===== src/mpfc_map.vh =====
// register map, field positions, reset values and timing counts for the port flow-control block
// How it works
// - While the flush bit 0 is set, frames offered for transmit are dropped and nothing goes out.
// - In half duplex with back-pressure enable bit 2 set and receive fill above the high mark, a collision is forced on the incoming frame.
// - With pause generate bit 1 set, pause frames are requested in full duplex from the watermark or the external pause input; with it clear, none.
// - With pause respond bit 0 set, transmit halts in full duplex for the received pause time; with it clear, received pauses are ignored.
// - After reset the flow-control enable register reads 0x7, all three modes on.
// - Each forced collision lasts the 6-bit duration in bits 5:0 in byte cycles, default 12, unless the link clock stops or duplex changes first.
// - A received frame shorter than the 5-bit threshold in bits 4:0, default 8, is flagged short.
// - A received frame at or above the threshold but under 64 bytes is flagged runt.
// - Short and runt flagging works only when the port mode is GMII or RGMII copper.
// - Port mode 010 is GMII 1000, 100 and 101 are RGMII 10 and 100, 11x is RGMII 1000.
`ifndef MPFC_MAP_VH
`define MPFC_MAP_VH
`define MPFC_ADDR_W 8
`define MPFC_OFF_MODE 8'h10
`define MPFC_OFF_FLUSH 8'h11
`define MPFC_OFF_FC 8'h12
`define MPFC_OFF_BP 8'h13
`define MPFC_OFF_THR 8'h14
`define MPFC_OFF_STAT 8'h20
`define MPFC_OFF_MASK 8'h21
`define MPFC_OFF_STATE 8'h22
`define MPFC_RST_MODE 3'h2
`define MPFC_RST_FC 3'h7
`define MPFC_RST_BP 6'h0C
`define MPFC_RST_THR 5'h08
`define MPFC_BIT_FLUSH 0
`define MPFC_BIT_HDBP 2
`define MPFC_BIT_PGEN 1
`define MPFC_BIT_PRSP 0
`define MPFC_RUNT_LIMIT 16'h0040
`define MPFC_MODE_GMII 3'h2
`define MPFC_MODE_RG10 3'h4
`define MPFC_MODE_RG100 3'h5
`define MPFC_QUANTA_BYTES 6'h3F
`define MPFC_IDLE_CYCLES 8'h40
`define MPFC_ST_SHORT 0
`define MPFC_ST_RUNT 1
`define MPFC_ST_PAUSE 2
`define MPFC_ST_BP 3
`define MPFC_ST_DROP 4
`define MPFC_ST_W 5
`endif


===== src/mpfc_port.v =====
// per-port flow control, transmit flush and short/runt receive classification
`timescale 1ns/1ps
`include "mpfc_map.vh"
module mpfc_port (
    input wire sys_clk,
    input wire reset_n,
    input wire clk_en,
    input wire [7:0] reg_addr,
    input wire [31:0] reg_wdata,
    input wire reg_wr,
    input wire reg_rd,
    output reg [31:0] reg_rdata,
    output reg irq,
    input wire half_duplex,
    input wire fiber_mode,
    input wire rx_fifo_high,
    input wire ext_pause_req,
    input wire tx_frame_valid,
    input wire tx_frame_start,
    input wire tx_frame_end,
    output reg tx_frame_ready,
    output reg tx_frame_drop,
    input wire line_clk,
    input wire rx_dv,
    input wire rx_pause_seen,
    input wire [15:0] rx_pause_time,
    output reg col_force,
    output reg pause_send,
    output reg tx_halt,
    output reg rx_short,
    output reg rx_runt
);
    // line-side inputs other than rx_pause_time cross through two flops
    wire clk_s;
    wire dv_s;
    wire pause_s;
    wire hi_s;
    mpfc_sync u_sync_clk (
        .sys_clk(sys_clk),
        .reset_n(reset_n),
        .clk_en(clk_en),
        .d(line_clk),
        .q(clk_s)
    );
    mpfc_sync u_sync_dv (
        .sys_clk(sys_clk),
        .reset_n(reset_n),
        .clk_en(clk_en),
        .d(rx_dv),
        .q(dv_s)
    );
    mpfc_sync u_sync_pause (
        .sys_clk(sys_clk),
        .reset_n(reset_n),
        .clk_en(clk_en),
        .d(rx_pause_seen),
        .q(pause_s)
    );
    mpfc_sync u_sync_hi (
        .sys_clk(sys_clk),
        .reset_n(reset_n),
        .clk_en(clk_en),
        .d(rx_fifo_high),
        .q(hi_s)
    );

    function is_copper;
        input [2:0] mode;
        begin
            case (mode)
                `MPFC_MODE_GMII: is_copper = 1'b1;
                `MPFC_MODE_RG10: is_copper = 1'b1;
                `MPFC_MODE_RG100: is_copper = 1'b1;
                default: is_copper = (mode[2:1] == 2'b11);
            endcase
        end
    endfunction

    // address match qualified by a strobe
    function reg_hit;
        input [7:0] addr;
        input [7:0] off;
        input strobe;
        begin
            reg_hit = strobe && (addr == off);
        end
    endfunction

    // one-step countdown shared by the collision and pause timers
    function [5:0] dec6;
        input [5:0] v;
        begin
            dec6 = v - 6'h01;
        end
    endfunction

    // length below the programmed short threshold
    function below_thr;
        input [15:0] len;
        input [4:0] limit;
        begin
            below_thr = (len < {11'h000, limit});
        end
    endfunction

    reg [2:0] port_mode;
    reg flush;
    reg [2:0] fc_en;
    reg [5:0] bp_len;
    reg [4:0] thr;
    reg [`MPFC_ST_W-1:0] status;
    reg [`MPFC_ST_W-1:0] mask;
    reg clk_d;
    reg dv_d;
    reg pause_d;
    wire byte_tick = clk_s & ~clk_d;
    wire copper = is_copper(port_mode) & ~fiber_mode;

    // register writes, one enable per register
    wire wr_mode = reg_hit(reg_addr, `MPFC_OFF_MODE, reg_wr);
    wire wr_flush = reg_hit(reg_addr, `MPFC_OFF_FLUSH, reg_wr);
    wire wr_fc = reg_hit(reg_addr, `MPFC_OFF_FC, reg_wr);
    wire wr_bp = reg_hit(reg_addr, `MPFC_OFF_BP, reg_wr);
    wire wr_thr = reg_hit(reg_addr, `MPFC_OFF_THR, reg_wr);
    wire wr_mask = reg_hit(reg_addr, `MPFC_OFF_MASK, reg_wr);
    wire wr_stat = reg_hit(reg_addr, `MPFC_OFF_STAT, reg_wr);
    always @(posedge sys_clk or negedge reset_n) begin
        if (!reset_n) begin
            port_mode <= `MPFC_RST_MODE;
            flush <= 1'b0;
            fc_en <= `MPFC_RST_FC;
            bp_len <= `MPFC_RST_BP;
            thr <= `MPFC_RST_THR;
            mask <= {`MPFC_ST_W{1'b0}};
        end else if (clk_en) begin
            if (wr_mode) begin
                port_mode <= reg_wdata[2:0];
            end
            if (wr_flush) begin
                flush <= reg_wdata[`MPFC_BIT_FLUSH];
            end
            if (wr_fc) begin
                fc_en <= reg_wdata[2:0];
            end
            if (wr_bp) begin
                bp_len <= reg_wdata[5:0];
            end
            if (wr_thr) begin
                thr <= reg_wdata[4:0];
            end
            if (wr_mask) begin
                mask <= reg_wdata[`MPFC_ST_W-1:0];
            end
        end
    end

    // transmit flush: a frame is dropped if flush was set at its start
    reg in_frame;
    reg drop_frame;
    wire start_drop = tx_frame_valid & tx_frame_start & flush;
    always @(posedge sys_clk or negedge reset_n) begin
        if (!reset_n) begin
            in_frame <= 1'b0;
            drop_frame <= 1'b0;
            tx_frame_drop <= 1'b0;
            tx_frame_ready <= 1'b0;
        end else if (clk_en) begin
            tx_frame_ready <= ~tx_halt;
            if (tx_frame_valid && tx_frame_start) begin
                in_frame <= ~tx_frame_end;
                drop_frame <= flush;
            end else if (tx_frame_valid && tx_frame_end) begin
                in_frame <= 1'b0;
            end
            // a frame in flight is cut as soon as flush is set
            tx_frame_drop <= start_drop | (in_frame & drop_frame) | (in_frame & flush);
        end
    end

    // back-pressure collision held for bp_len byte ticks unless the link clock stops or duplex changes
    reg [5:0] bp_cnt;
    reg bp_evt;
    reg [7:0] idle_cnt;
    wire bp_start = ~col_force & half_duplex & fc_en[`MPFC_BIT_HDBP] & hi_s & dv_s;
    wire link_idle = (idle_cnt == `MPFC_IDLE_CYCLES);

    // link clock stopped: a collision must not be held forever
    always @(posedge sys_clk or negedge reset_n) begin
        if (!reset_n) begin
            idle_cnt <= 8'h00;
        end else if (clk_en) begin
            if (byte_tick || bp_start) begin
                idle_cnt <= 8'h00;
            end else if (!link_idle) begin
                idle_cnt <= idle_cnt + 8'h01;
            end
        end
    end

    always @(posedge sys_clk or negedge reset_n) begin
        if (!reset_n) begin
            col_force <= 1'b0;
            bp_cnt <= 6'h00;
            bp_evt <= 1'b0;
        end else if (clk_en) begin
            bp_evt <= 1'b0;
            if (bp_start) begin
                col_force <= 1'b1;
                bp_cnt <= bp_len;
                bp_evt <= 1'b1;
            end else if (col_force && (link_idle || !half_duplex)) begin
                // stopped link clock or duplex change ends it early
                col_force <= 1'b0;
            end else if (col_force && byte_tick) begin
                if (bp_cnt <= 6'h01) begin
                    col_force <= 1'b0;
                end else begin
                    bp_cnt <= dec6(bp_cnt);
                end
            end
        end
    end

    // pause generation on rising request
    reg req_d;
    wire req = ~half_duplex & (hi_s | ext_pause_req);
    always @(posedge sys_clk or negedge reset_n) begin
        if (!reset_n) begin
            req_d <= 1'b0;
            pause_send <= 1'b0;
        end else if (clk_en) begin
            req_d <= req;
            pause_send <= req & ~req_d & fc_en[`MPFC_BIT_PGEN];
        end
    end

    // pause response: quanta of 512 bit times = 64 byte ticks
    reg [15:0] quanta;
    reg [5:0] qbyte;
    reg pause_evt;
    always @(posedge sys_clk or negedge reset_n) begin
        if (!reset_n) begin
            quanta <= 16'h0000;
            qbyte <= 6'h00;
            tx_halt <= 1'b0;
            pause_evt <= 1'b0;
        end else if (clk_en) begin
            pause_evt <= 1'b0;
            if (pause_s && !pause_d && fc_en[`MPFC_BIT_PRSP] && !half_duplex) begin
                quanta <= rx_pause_time;
                qbyte <= `MPFC_QUANTA_BYTES;
                // zero pause time releases at once
                tx_halt <= (rx_pause_time != 16'h0000);
                pause_evt <= 1'b1;
            end else if (tx_halt && byte_tick) begin
                if (qbyte != 6'h00) begin
                    qbyte <= dec6(qbyte);
                end else if (quanta <= 16'h0001) begin
                    tx_halt <= 1'b0;
                    quanta <= 16'h0000;
                end else begin
                    quanta <= quanta - 16'h0001;
                    qbyte <= `MPFC_QUANTA_BYTES;
                end
            end
        end
    end

    // receive length count and classification at end of frame
    reg [15:0] rx_len;
    always @(posedge sys_clk or negedge reset_n) begin
        if (!reset_n) begin
            clk_d <= 1'b0;
            dv_d <= 1'b0;
            pause_d <= 1'b0;
            rx_len <= 16'h0000;
            rx_short <= 1'b0;
            rx_runt <= 1'b0;
        end else if (clk_en) begin
            clk_d <= clk_s;
            pause_d <= pause_s;
            rx_short <= 1'b0;
            rx_runt <= 1'b0;
            if (byte_tick) begin
                dv_d <= dv_s;
                // length saturates so a long frame never wraps into runt range
                if (dv_s && !dv_d) begin
                    rx_len <= 16'h0001;
                end else if (dv_s && rx_len != 16'hFFFF) begin
                    rx_len <= rx_len + 16'h0001;
                end
                if (!dv_s && dv_d && copper) begin
                    rx_short <= below_thr(rx_len, thr);
                    rx_runt <= !below_thr(rx_len, thr) &&
                        (rx_len < `MPFC_RUNT_LIMIT);
                end
            end
        end
    end

    // sticky status, set wins over write-one clear
    wire [`MPFC_ST_W-1:0] ev = {tx_frame_drop, bp_evt, pause_evt, rx_runt, rx_short};
    wire [`MPFC_ST_W-1:0] next_status =
        (status & ~(wr_stat ? reg_wdata[`MPFC_ST_W-1:0] : {`MPFC_ST_W{1'b0}})) | ev;
    always @(posedge sys_clk or negedge reset_n) begin
        if (!reset_n) begin
            status <= {`MPFC_ST_W{1'b0}};
            irq <= 1'b0;
        end else if (clk_en) begin
            status <= next_status;
            irq <= |(next_status & mask);
        end
    end

    // read data one cycle after strobe
    reg [31:0] next_rdata;
    always @* begin
        next_rdata = 32'h0000_0000;
        case (reg_addr)
            `MPFC_OFF_MODE: next_rdata = {29'h0000_0000, port_mode};
            `MPFC_OFF_FLUSH: next_rdata = {31'h0000_0000, flush};
            `MPFC_OFF_FC: next_rdata = {29'h0000_0000, fc_en};
            `MPFC_OFF_BP: next_rdata = {26'h000_0000, bp_len};
            `MPFC_OFF_THR: next_rdata = {27'h000_0000, thr};
            `MPFC_OFF_STAT: next_rdata = {27'h000_0000, status};
            `MPFC_OFF_MASK: next_rdata = {27'h000_0000, mask};
            // live state view, read only
            `MPFC_OFF_STATE: next_rdata = {28'h000_0000, copper, tx_halt, col_force, in_frame};
            default: next_rdata = 32'h0000_0000;
        endcase
    end
    always @(posedge sys_clk or negedge reset_n) begin
        if (!reset_n) begin
            reg_rdata <= 32'h0000_0000;
        end else if (clk_en) begin
            reg_rdata <= reg_rd ? next_rdata : 32'h0000_0000;
        end
    end
endmodule // mpfc_port


===== src/mpfc_sync.v =====
// two-flop synchroniser for one level
`timescale 1ns/1ps
module mpfc_sync (
    input wire sys_clk,
    input wire reset_n,
    input wire clk_en,
    input wire d,
    output reg q
);
    reg meta;
    always @(posedge sys_clk or negedge reset_n) begin
        if (!reset_n) begin
            meta <= 1'b0;
            q <= 1'b0;
        end else if (clk_en) begin
            meta <= d;
            q <= meta;
        end
    end
endmodule // mpfc_sync


===== config.mk =====
export PLATFORM = sky130hd
export DESIGN_NAME = mpfc_port
export DESIGN_NICKNAME = d
export VERILOG_FILES = /design/src/mpfc_port.v /design/src/mpfc_sync.v
export VERILOG_INCLUDE_DIRS = /design/src
export SDC_FILE = /design/constraint.sdc
export NUM_CORES = 1
export LEC_CHECK = 0
export BUFFER_PORTS_ARGS = -buffer_cell sky130_fd_sc_hd__buf_4
export CORE_ASPECT_RATIO = 1.5
export CORE_UTILIZATION = 57
export DETAILED_ROUTE_END_ITERATION = 8
export PLACE_DENSITY_LB_ADDON = 0.12
export SLEW_MARGIN = 10
export SYNTH_ARGS = -nofsm -noshare
export SYNTH_HDL_FRONTEND = slang
export SYNTH_SLANG_ARGS = --single-unit

===== constraint.sdc =====
create_clock -name sys_clk -period 2.7 [get_ports sys_clk]
set_input_delay 0.27 -clock sys_clk [delete_from_list [all_inputs] [get_ports sys_clk]]
set_output_delay 0.27 -clock sys_clk [all_outputs]
set_load 0.02 [all_outputs]

==> results.toml, run 1 <==
[setup_path]
reg2reg_slack_ns = 0.29
critPathRequiredTime_ns = 2.92
ff2ff_path_depth = 5
endpoint_kind = "register"
arrival_ns = 2.62
cp_max_fo = 13
worstReg2RegStart = "rx_len[0]"
crit_type = "register to register"
critPathLaunchType = "register"
regToRegEndpoint = "rx_len[4]"

[power_and_ir_drop]
power.leakage_nw = 3.10
clockPowerShare_pct = 34.3
p_sw_share_pct = 29.9
vdd_drop_max_v = 0.000375
cellPowerDensity_mw_per_mm2 = 596
p_sw_mw = 1.28
intPower_mw = 2.99
combinationalPowerShare_pct = 18.4
total_power_mw = 4.26
seqPwrFrac_pct = 47.3

[sta]
maxSlewHeadroom_pct = 48.5
drv_slew = 0
finClkSkew_ns = 0.00724
final-setup-viol-count = 0
whs_ns = 0.119
worst_slack_ns = 0.294
max_freq_ghz = 0.416
min_period_ns = 2.41
tns_ns = 0
rsz0062_at_grt = "no"
hold_viol = 0
worst_pin_slew_ns = 0.772
period_share_pct = 89.1

[placement]
pre_cts_slack_ns = 0.360
place_area_mm2 = 0.00682
dp_cells = 842
gp_congestion = 0.894
hpwl_um = 11500
port_buffers = 58

[yosys]
synth_area_leaders = "dfrtp_1 41%, mux2_2 6.0%, nand2_1 4.3%, o21ai_0 3.2%, buf_4 3.1%"
yosysSeqAreaShare_pct = 43.6
synth_top_family_by_area = "simple AND/OR/NAND/NOR gates"
synthFlopType = "dfrtp_1"
syn_avg_cell_area_um2 = 9.66
yosysTopAreaCellShare_pct = 40.7
netlist_instances = 656
synth-xor-area-share_pct = 0.968
synth_largest_area_cell = "dfrtp_1"
synthAdderAreaFrac_pct = 2.57
synthSimpleGateAreaFrac_pct = 19.6
synth-edff-count = 0
async_reset_ff_share_pct = 100
syn-cell-area_mm2 = 0.00633
synth_warnings = 0
synth_mux_area_share_pct = 7.33
ys_seq_elements = 110
synth_compound_area_share_pct = 19.2
ys_types = 79

[global_route]
globalRoute.totalOverflow = 0
antenna_found_initial = 0
grt_max_degree = 87
first_global_vias = 5329
grt_pass1_wl_um = 26200
grt_usage_pct = 29.2

[routing]
avgViaCountPerCell = 6.24
drtPass1Iterations = 6
ant_nets = 0
wl_um = 15800
drc = 0
vias = 5361
routedWlPerCell_um = 18.4
drt_iter0_drc = 322

[flow_run]
cap_viol_max_count = 0

[floorplan]
coreArea_mm2 = 0.0107
die_x_um = 88.1
ios = 111
initial_utilization_pct = 59.2
die_area_mm2 = 0.0115
die_y_um = 131
rows = 46

[outcome]
status = "finished clean"

[final_layout]
area_delta_synth_final_pct = 13.0
fin_nets = 794
multi_input_area_mm2 = 0.00324
nFillCells = 914
layout_common_cells = "103 x dfrtp_1, 73 x nand2_1, 64 x buf_4"
final_core_util_pct = 66.8
design_area_mm2 = 0.00716
final_common_cell = "dfrtp_1"
layout.cells.non_filler = 859
ff_latch_area_mm2 = 0.00276
drive_gt1_share_pct = 18.9
insertedDiodeCount = 0

[min_path]
hold_start = "tx_frame_end"
min_path_cells = 2
hp-class = "input port to register"
holdPathEnd = "in_frame"

[clock_network]
ctsResizeCount = 0
hold_buffers = 1
clkTransAtPathRegs_ns = 0.08
cts_max_level = 3
cts-buffers-inserted = 9
cts_sinks = 110
cts.path.max_buffers = 2
clock_latency_ns = 0.35
cts-root-buf = "clkbuf_16"
postCtsSetupBuffers = 0
cts_tree = "done"
[area by class of cell]
type	count	share of cell area [%]
Clock inverter	6	1.31
Clock buffer	10	3.20
Inverter	37	1.94
Tap cell	144	2.52
Timing Repair Buffer	66	7.13
Multi-Input combinational cell	486	45.3
Sequential cell	110	38.6
[sequential cells by signal (all words and copies together), names as in the netlist, 3 cells and up]
name       cells
quanta        16
rx_len        16
idle_cnt       8
bp_cnt         6
bp_len         6
qbyte          6
reg_rdata      6
mask           5
status         5
thr            5
fc_en          3
port_mode      3
[metal layers]
layer,wire length [um],vias up,part of all wire [%],global-route usage [%]
met5,0,-,0,0
met4,546,0,3.4,13.8
met3,708,43,4.5,4.02
met2,8530,175,54,51.5
met1,6060,2645,38,33.9
li1,-,2498,-,-
[power groups by stage]
stage | Clock [mW] | Combinational [mW] | Sequential [mW]
2_1_floorplan | 0 | 0.596 | 1.97
5_1_grt | 1.56 | 0.888 | 2.04
4_1_cts | 1.48 | 0.788 | 2.01
6_report | 1.46 | 0.786 | 2.02
3_3_place_gp | 0 | 0.744 | 2.03
3_5_place_dp | 0 | 0.781 | 2.04
[cell families after synthesis]
family | after synthesis
compound gates | 169
xor+xnor | 7
fa+ha+maj | 13
buf+inv | 85
flops | 110
mux | 42
other cells | 1
simple gates | 229
[synthesized netlist by cell type (13+ instances only)]
cell type	n
mux2_2	34
nor4_1	13
a21oi_1	19
clkbuf_1	18
inv_1	37
o21ai_0	41
ha_1	13
nor2b_1	15
a22o_1	14
buf_4	26
nor2_1	28
nand3_1	13
dfrtp_1	103
nand2_1	73
nor3_1	17
[worst max path at each step]
stage	start	endpoint	slack, ns	depth (start not counted)
floorplan	quanta[4]	qbyte[1]	0.54	5
global placement	rx_len[0]	rx_len[8]	0.40	5
detailed placement	rx_len[0]	rx_len[4]	0.36	5
CTS	rx_len[0]	rx_len[4]	0.34	5
global route	rx_len[0]	rx_len[14]	0.20	6
finish	rx_len[0]	rx_len[4]	0.29	5
[worst max-delay path, stage by stage (launching register included)]
cell	delay [ns]
dfrtp_1	0.42
ha_1	0.25
nand2_1	0.11
or4_1	0.75
o211ai_1	0.58
o31ai_1	0.16
Power figures use the tool's default switching activity.
==> inputs of run 2 (changes only) <==
--- a/config.mk
+++ b/config.mk
@@ -6,10 +6,12 @@
 export SDC_FILE = /design/constraint.sdc
 export NUM_CORES = 1
 export LEC_CHECK = 0
+export ABC_AREA = 1
 export BUFFER_PORTS_ARGS = -buffer_cell sky130_fd_sc_hd__buf_4
 export CORE_ASPECT_RATIO = 1.5
 export CORE_UTILIZATION = 57
 export DETAILED_ROUTE_END_ITERATION = 8
+export HOLD_SLACK_MARGIN = 0.15
 export PLACE_DENSITY_LB_ADDON = 0.12
 export SLEW_MARGIN = 10
 export SYNTH_ARGS = -nofsm -noshare
==> run 2 against run 1 <==
Net effect:
- worst hold slack improved by 0.043 ns
- register-to-register slack better by 0.29 ns
- power is 9.6% lower
- sequential share of layout area decreased by 0.30 points
- clock skew fell by 0.00059 ns
- worst setup slack improved by 0.29 ns
- non-clock buffer count is 6 higher
- largest power group unchanged
==> results.toml, run 2 <==
[outcome]
status = "finished clean"

[final_layout]
insertedDiodeCount = 0
drive_gt1_share_pct = 13.1
final_common_cell = "nand2_1"
area_delta_synth_final_pct = 13.1
largestRegisters = "quanta x16, rx_len x16, idle_cnt x8"
fin_nets = 975
layout_common_cells = "220 x nand2_1, 103 x dfrtp_1, 87 x inv_1"

[clock_network]
clock_latency_ns = 0.35
cts_tree = "done"
cts.path.max_buffers = 2
cts_sinks = 110
cts-root-buf = "clkbuf_16"
postCtsSetupBuffers = 0
cts_max_level = 3
clkTransAtPathRegs_ns = 0.07
cts-buffers-inserted = 9

[routing]
wl_um = 15500
ant_nets = 0
routedWlPerCell_um = 14.9
drtPass1Iterations = 5
drt_iter0_drc = 301
drc = 0
vias = 5637
avgViaCountPerCell = 5.42

[sta]
worst_pin_slew_ns = 0.562
drv_slew = 0
final-setup-viol-count = 0
max_freq_ghz = 0.472
min_period_ns = 2.12
tns_ns = 0
maxSlewHeadroom_pct = 62.3
finClkSkew_ns = 0.00664
hold_viol = 0
rsz0062_at_grt = "no"
period_share_pct = 78.4

[global_route]
globalRoute.totalOverflow = 0
grt_max_degree = 49
first_global_vias = 5622
grt_pass1_wl_um = 25400
grt_usage_pct = 28.1
antenna_found_initial = 0

[power_and_ir_drop]
power.leakage_nw = 3.57
total_power_mw = 3.85
clockPowerShare_pct = 33.7
seqPwrFrac_pct = 49.3
combinationalPowerShare_pct = 17.0
cellPowerDensity_mw_per_mm2 = 534
p_sw_mw = 1.16
p_sw_share_pct = 30.0
intPower_mw = 2.69
vdd_drop_max_v = 0.000316

[floorplan]
die_y_um = 132
rows = 46
die_x_um = 88.4
die_area_mm2 = 0.0116
ios = 111
initial_utilization_pct = 59.6
coreArea_mm2 = 0.0107

[setup_path]
arrival_ns = 2.40
cp_max_fo = 18
crit_type = "register to register"
crit_chain = "ha_1, nand3_1, nor2_1, nand4_1, nand2_1, buf_4, nor3_1, a21oi_1"
slowest_delay_ns = 0.42
critPathRequiredTime_ns = 2.98
endpoint_kind = "register"
cp_slowest_cell = "dfrtp_1"
critPathLaunchType = "register"

[yosys]
yosysMostFrequentCell = "nand2_1"
synth_warnings = 0
syn_avg_cell_area_um2 = 7.70
ys_seq_elements = 110
synthFlopType = "dfrtp_1"
yosysSeqAreaShare_pct = 43.3
netlist_instances = 828
synth-edff-count = 0
syn-cell-area_mm2 = 0.00638
synth_largest_area_cell = "dfrtp_1"
synth_common_cells = "220 x nand2_1, 103 x dfrtp_1, 87 x inv_1"
synth_area_leaders = "dfrtp_1 40%, nand2_1 13%, inv_1 5.1%, nand3_1 3.9%, nor2_1 3.9%"
async_reset_ff_share_pct = 100
ys_types = 50
yosysTopAreaCellShare_pct = 40.4

[placement]
gp_congestion = 0.938
hpwl_um = 11700
port_buffers = 58

[flow_run]
cap_viol_max_count = 0

[min_path]
hp-class = "input port to register"
## run 2: changes by cell type after synthesis, moves of 14 or more
cell | previous run | this run
nor2b_1 | 15 | 0
mux2_2 | 34 | 0
nor2_1 | 28 | 66
clkbuf_1 | 18 | 2
nand2_1 | 73 | 220
o21ai_1 | 1 | 15
nand3_1 | 13 | 50
xor2_1 | 4 | 21
a22o_1 | 14 | 0
a21oi_1 | 19 | 34
inv_1 | 37 | 87
## run 2: repair_timing
action,4_1_cts,5_1_grt
gates resized for setup,0,0
hold buffers,7,0
setup endpoints to repair,0,0
hold endpoints to repair,40,0
## run 2: final timing paths
kind	from	slack, ns	endpoint	cells after the start
hold / removal	reg_wdata[0]	0.16	flush	3
max in group asynchronous	reset_n	1.48	fc_en[1]	3
setup reg to reg	rx_len[1]	0.58	rx_len[0]	8
min in group asynchronous	reset_n	0.46	bp_cnt[5]	2
setup / recovery	rx_len[1]	0.58	rx_len[0]	8
hold reg to reg	u_sync_dv.meta	0.47	u_sync_dv.meta	2
## run 2: routing by layer
metal | vias to the layer above | track usage, % | routed length (um)
met2 | 132 | 50.0 | 8350
met1 | 2686 | 32.4 | 6100
met3 | 31 | 4.52 | 555
met4 | 0 | 11.5 | 452
met5 | - | 0 | 0
li1 | 2788 | - | -
## run 2: logic make-up (layout without fill, tap and decap cells)
group | count (synthesis) | count (layout) | synth area share, %
XOR/XNOR | 24 | 24 | 3.30
flip-flops | 110 | 110 | 43.3
adder cells (fa/ha/maj) | 13 | 13 | 2.55
multiplexers | 1 | 1 | 0.157
AO/OA/AOI/OAI | 145 | 145 | 13.5
buffers and inverters | 142 | 185 | 10.5
other | 1 | 26 | 0.0588
AND/OR/NAND/NOR | 392 | 392 | 26.7
## run 2: critical path, delay by kind of cell (launching register included)
family,cells,cell delay (ns)
AOI/OAI and AO/OA,1,0.11
and+or+nand+nor,5,1.01
DFF,1,0.42
adders and majority gates,1,0.21
buffers and inverters,1,0.30
## run 2: stage by stage
stage | cells | utilization (%) | instance area, um^2 | hold slack, ns | setup slack, ns
2_1_floorplan | 853 | - | 6470 | -0.0256 | 1.07
3_3_place_gp | 1017 | 64.0 | 6850 | 0.290 | 0.670
3_5_place_dp | 1017 | 64.0 | 6850 | 0.297 | 0.602
4_1_cts | 1040 | 67.4 | 7210 | 0.154 | 0.580
5_1_grt | 1040 | 67.4 | 7210 | 0.161 | 0.377
6_report | 1040 | 67.4 | 7210 | 0.162 | 0.583
## run 2: power groups by stage
stage	Combinational [mW]	Clock [mW]	Sequential (mW)
final	0.656	1.30	1.90
after global routing	0.742	1.38	1.92
after CTS	0.659	1.32	1.90
after detailed placement	0.645	0	1.93
after global placement	0.615	0	1.92
after floorplan	0.451	0	1.91
## run 2: area by class of cell
cell class                      count  area [um^2]
Fill cell                         973         3490
Tap cell                          144          180
Sequential cell                   110         2760
Clock buffer                       10          239
Timing Repair Buffer               72          571
Multi-Input combinational cell    601         3040
Inverter                           97          364
Clock inverter                      6         53.8
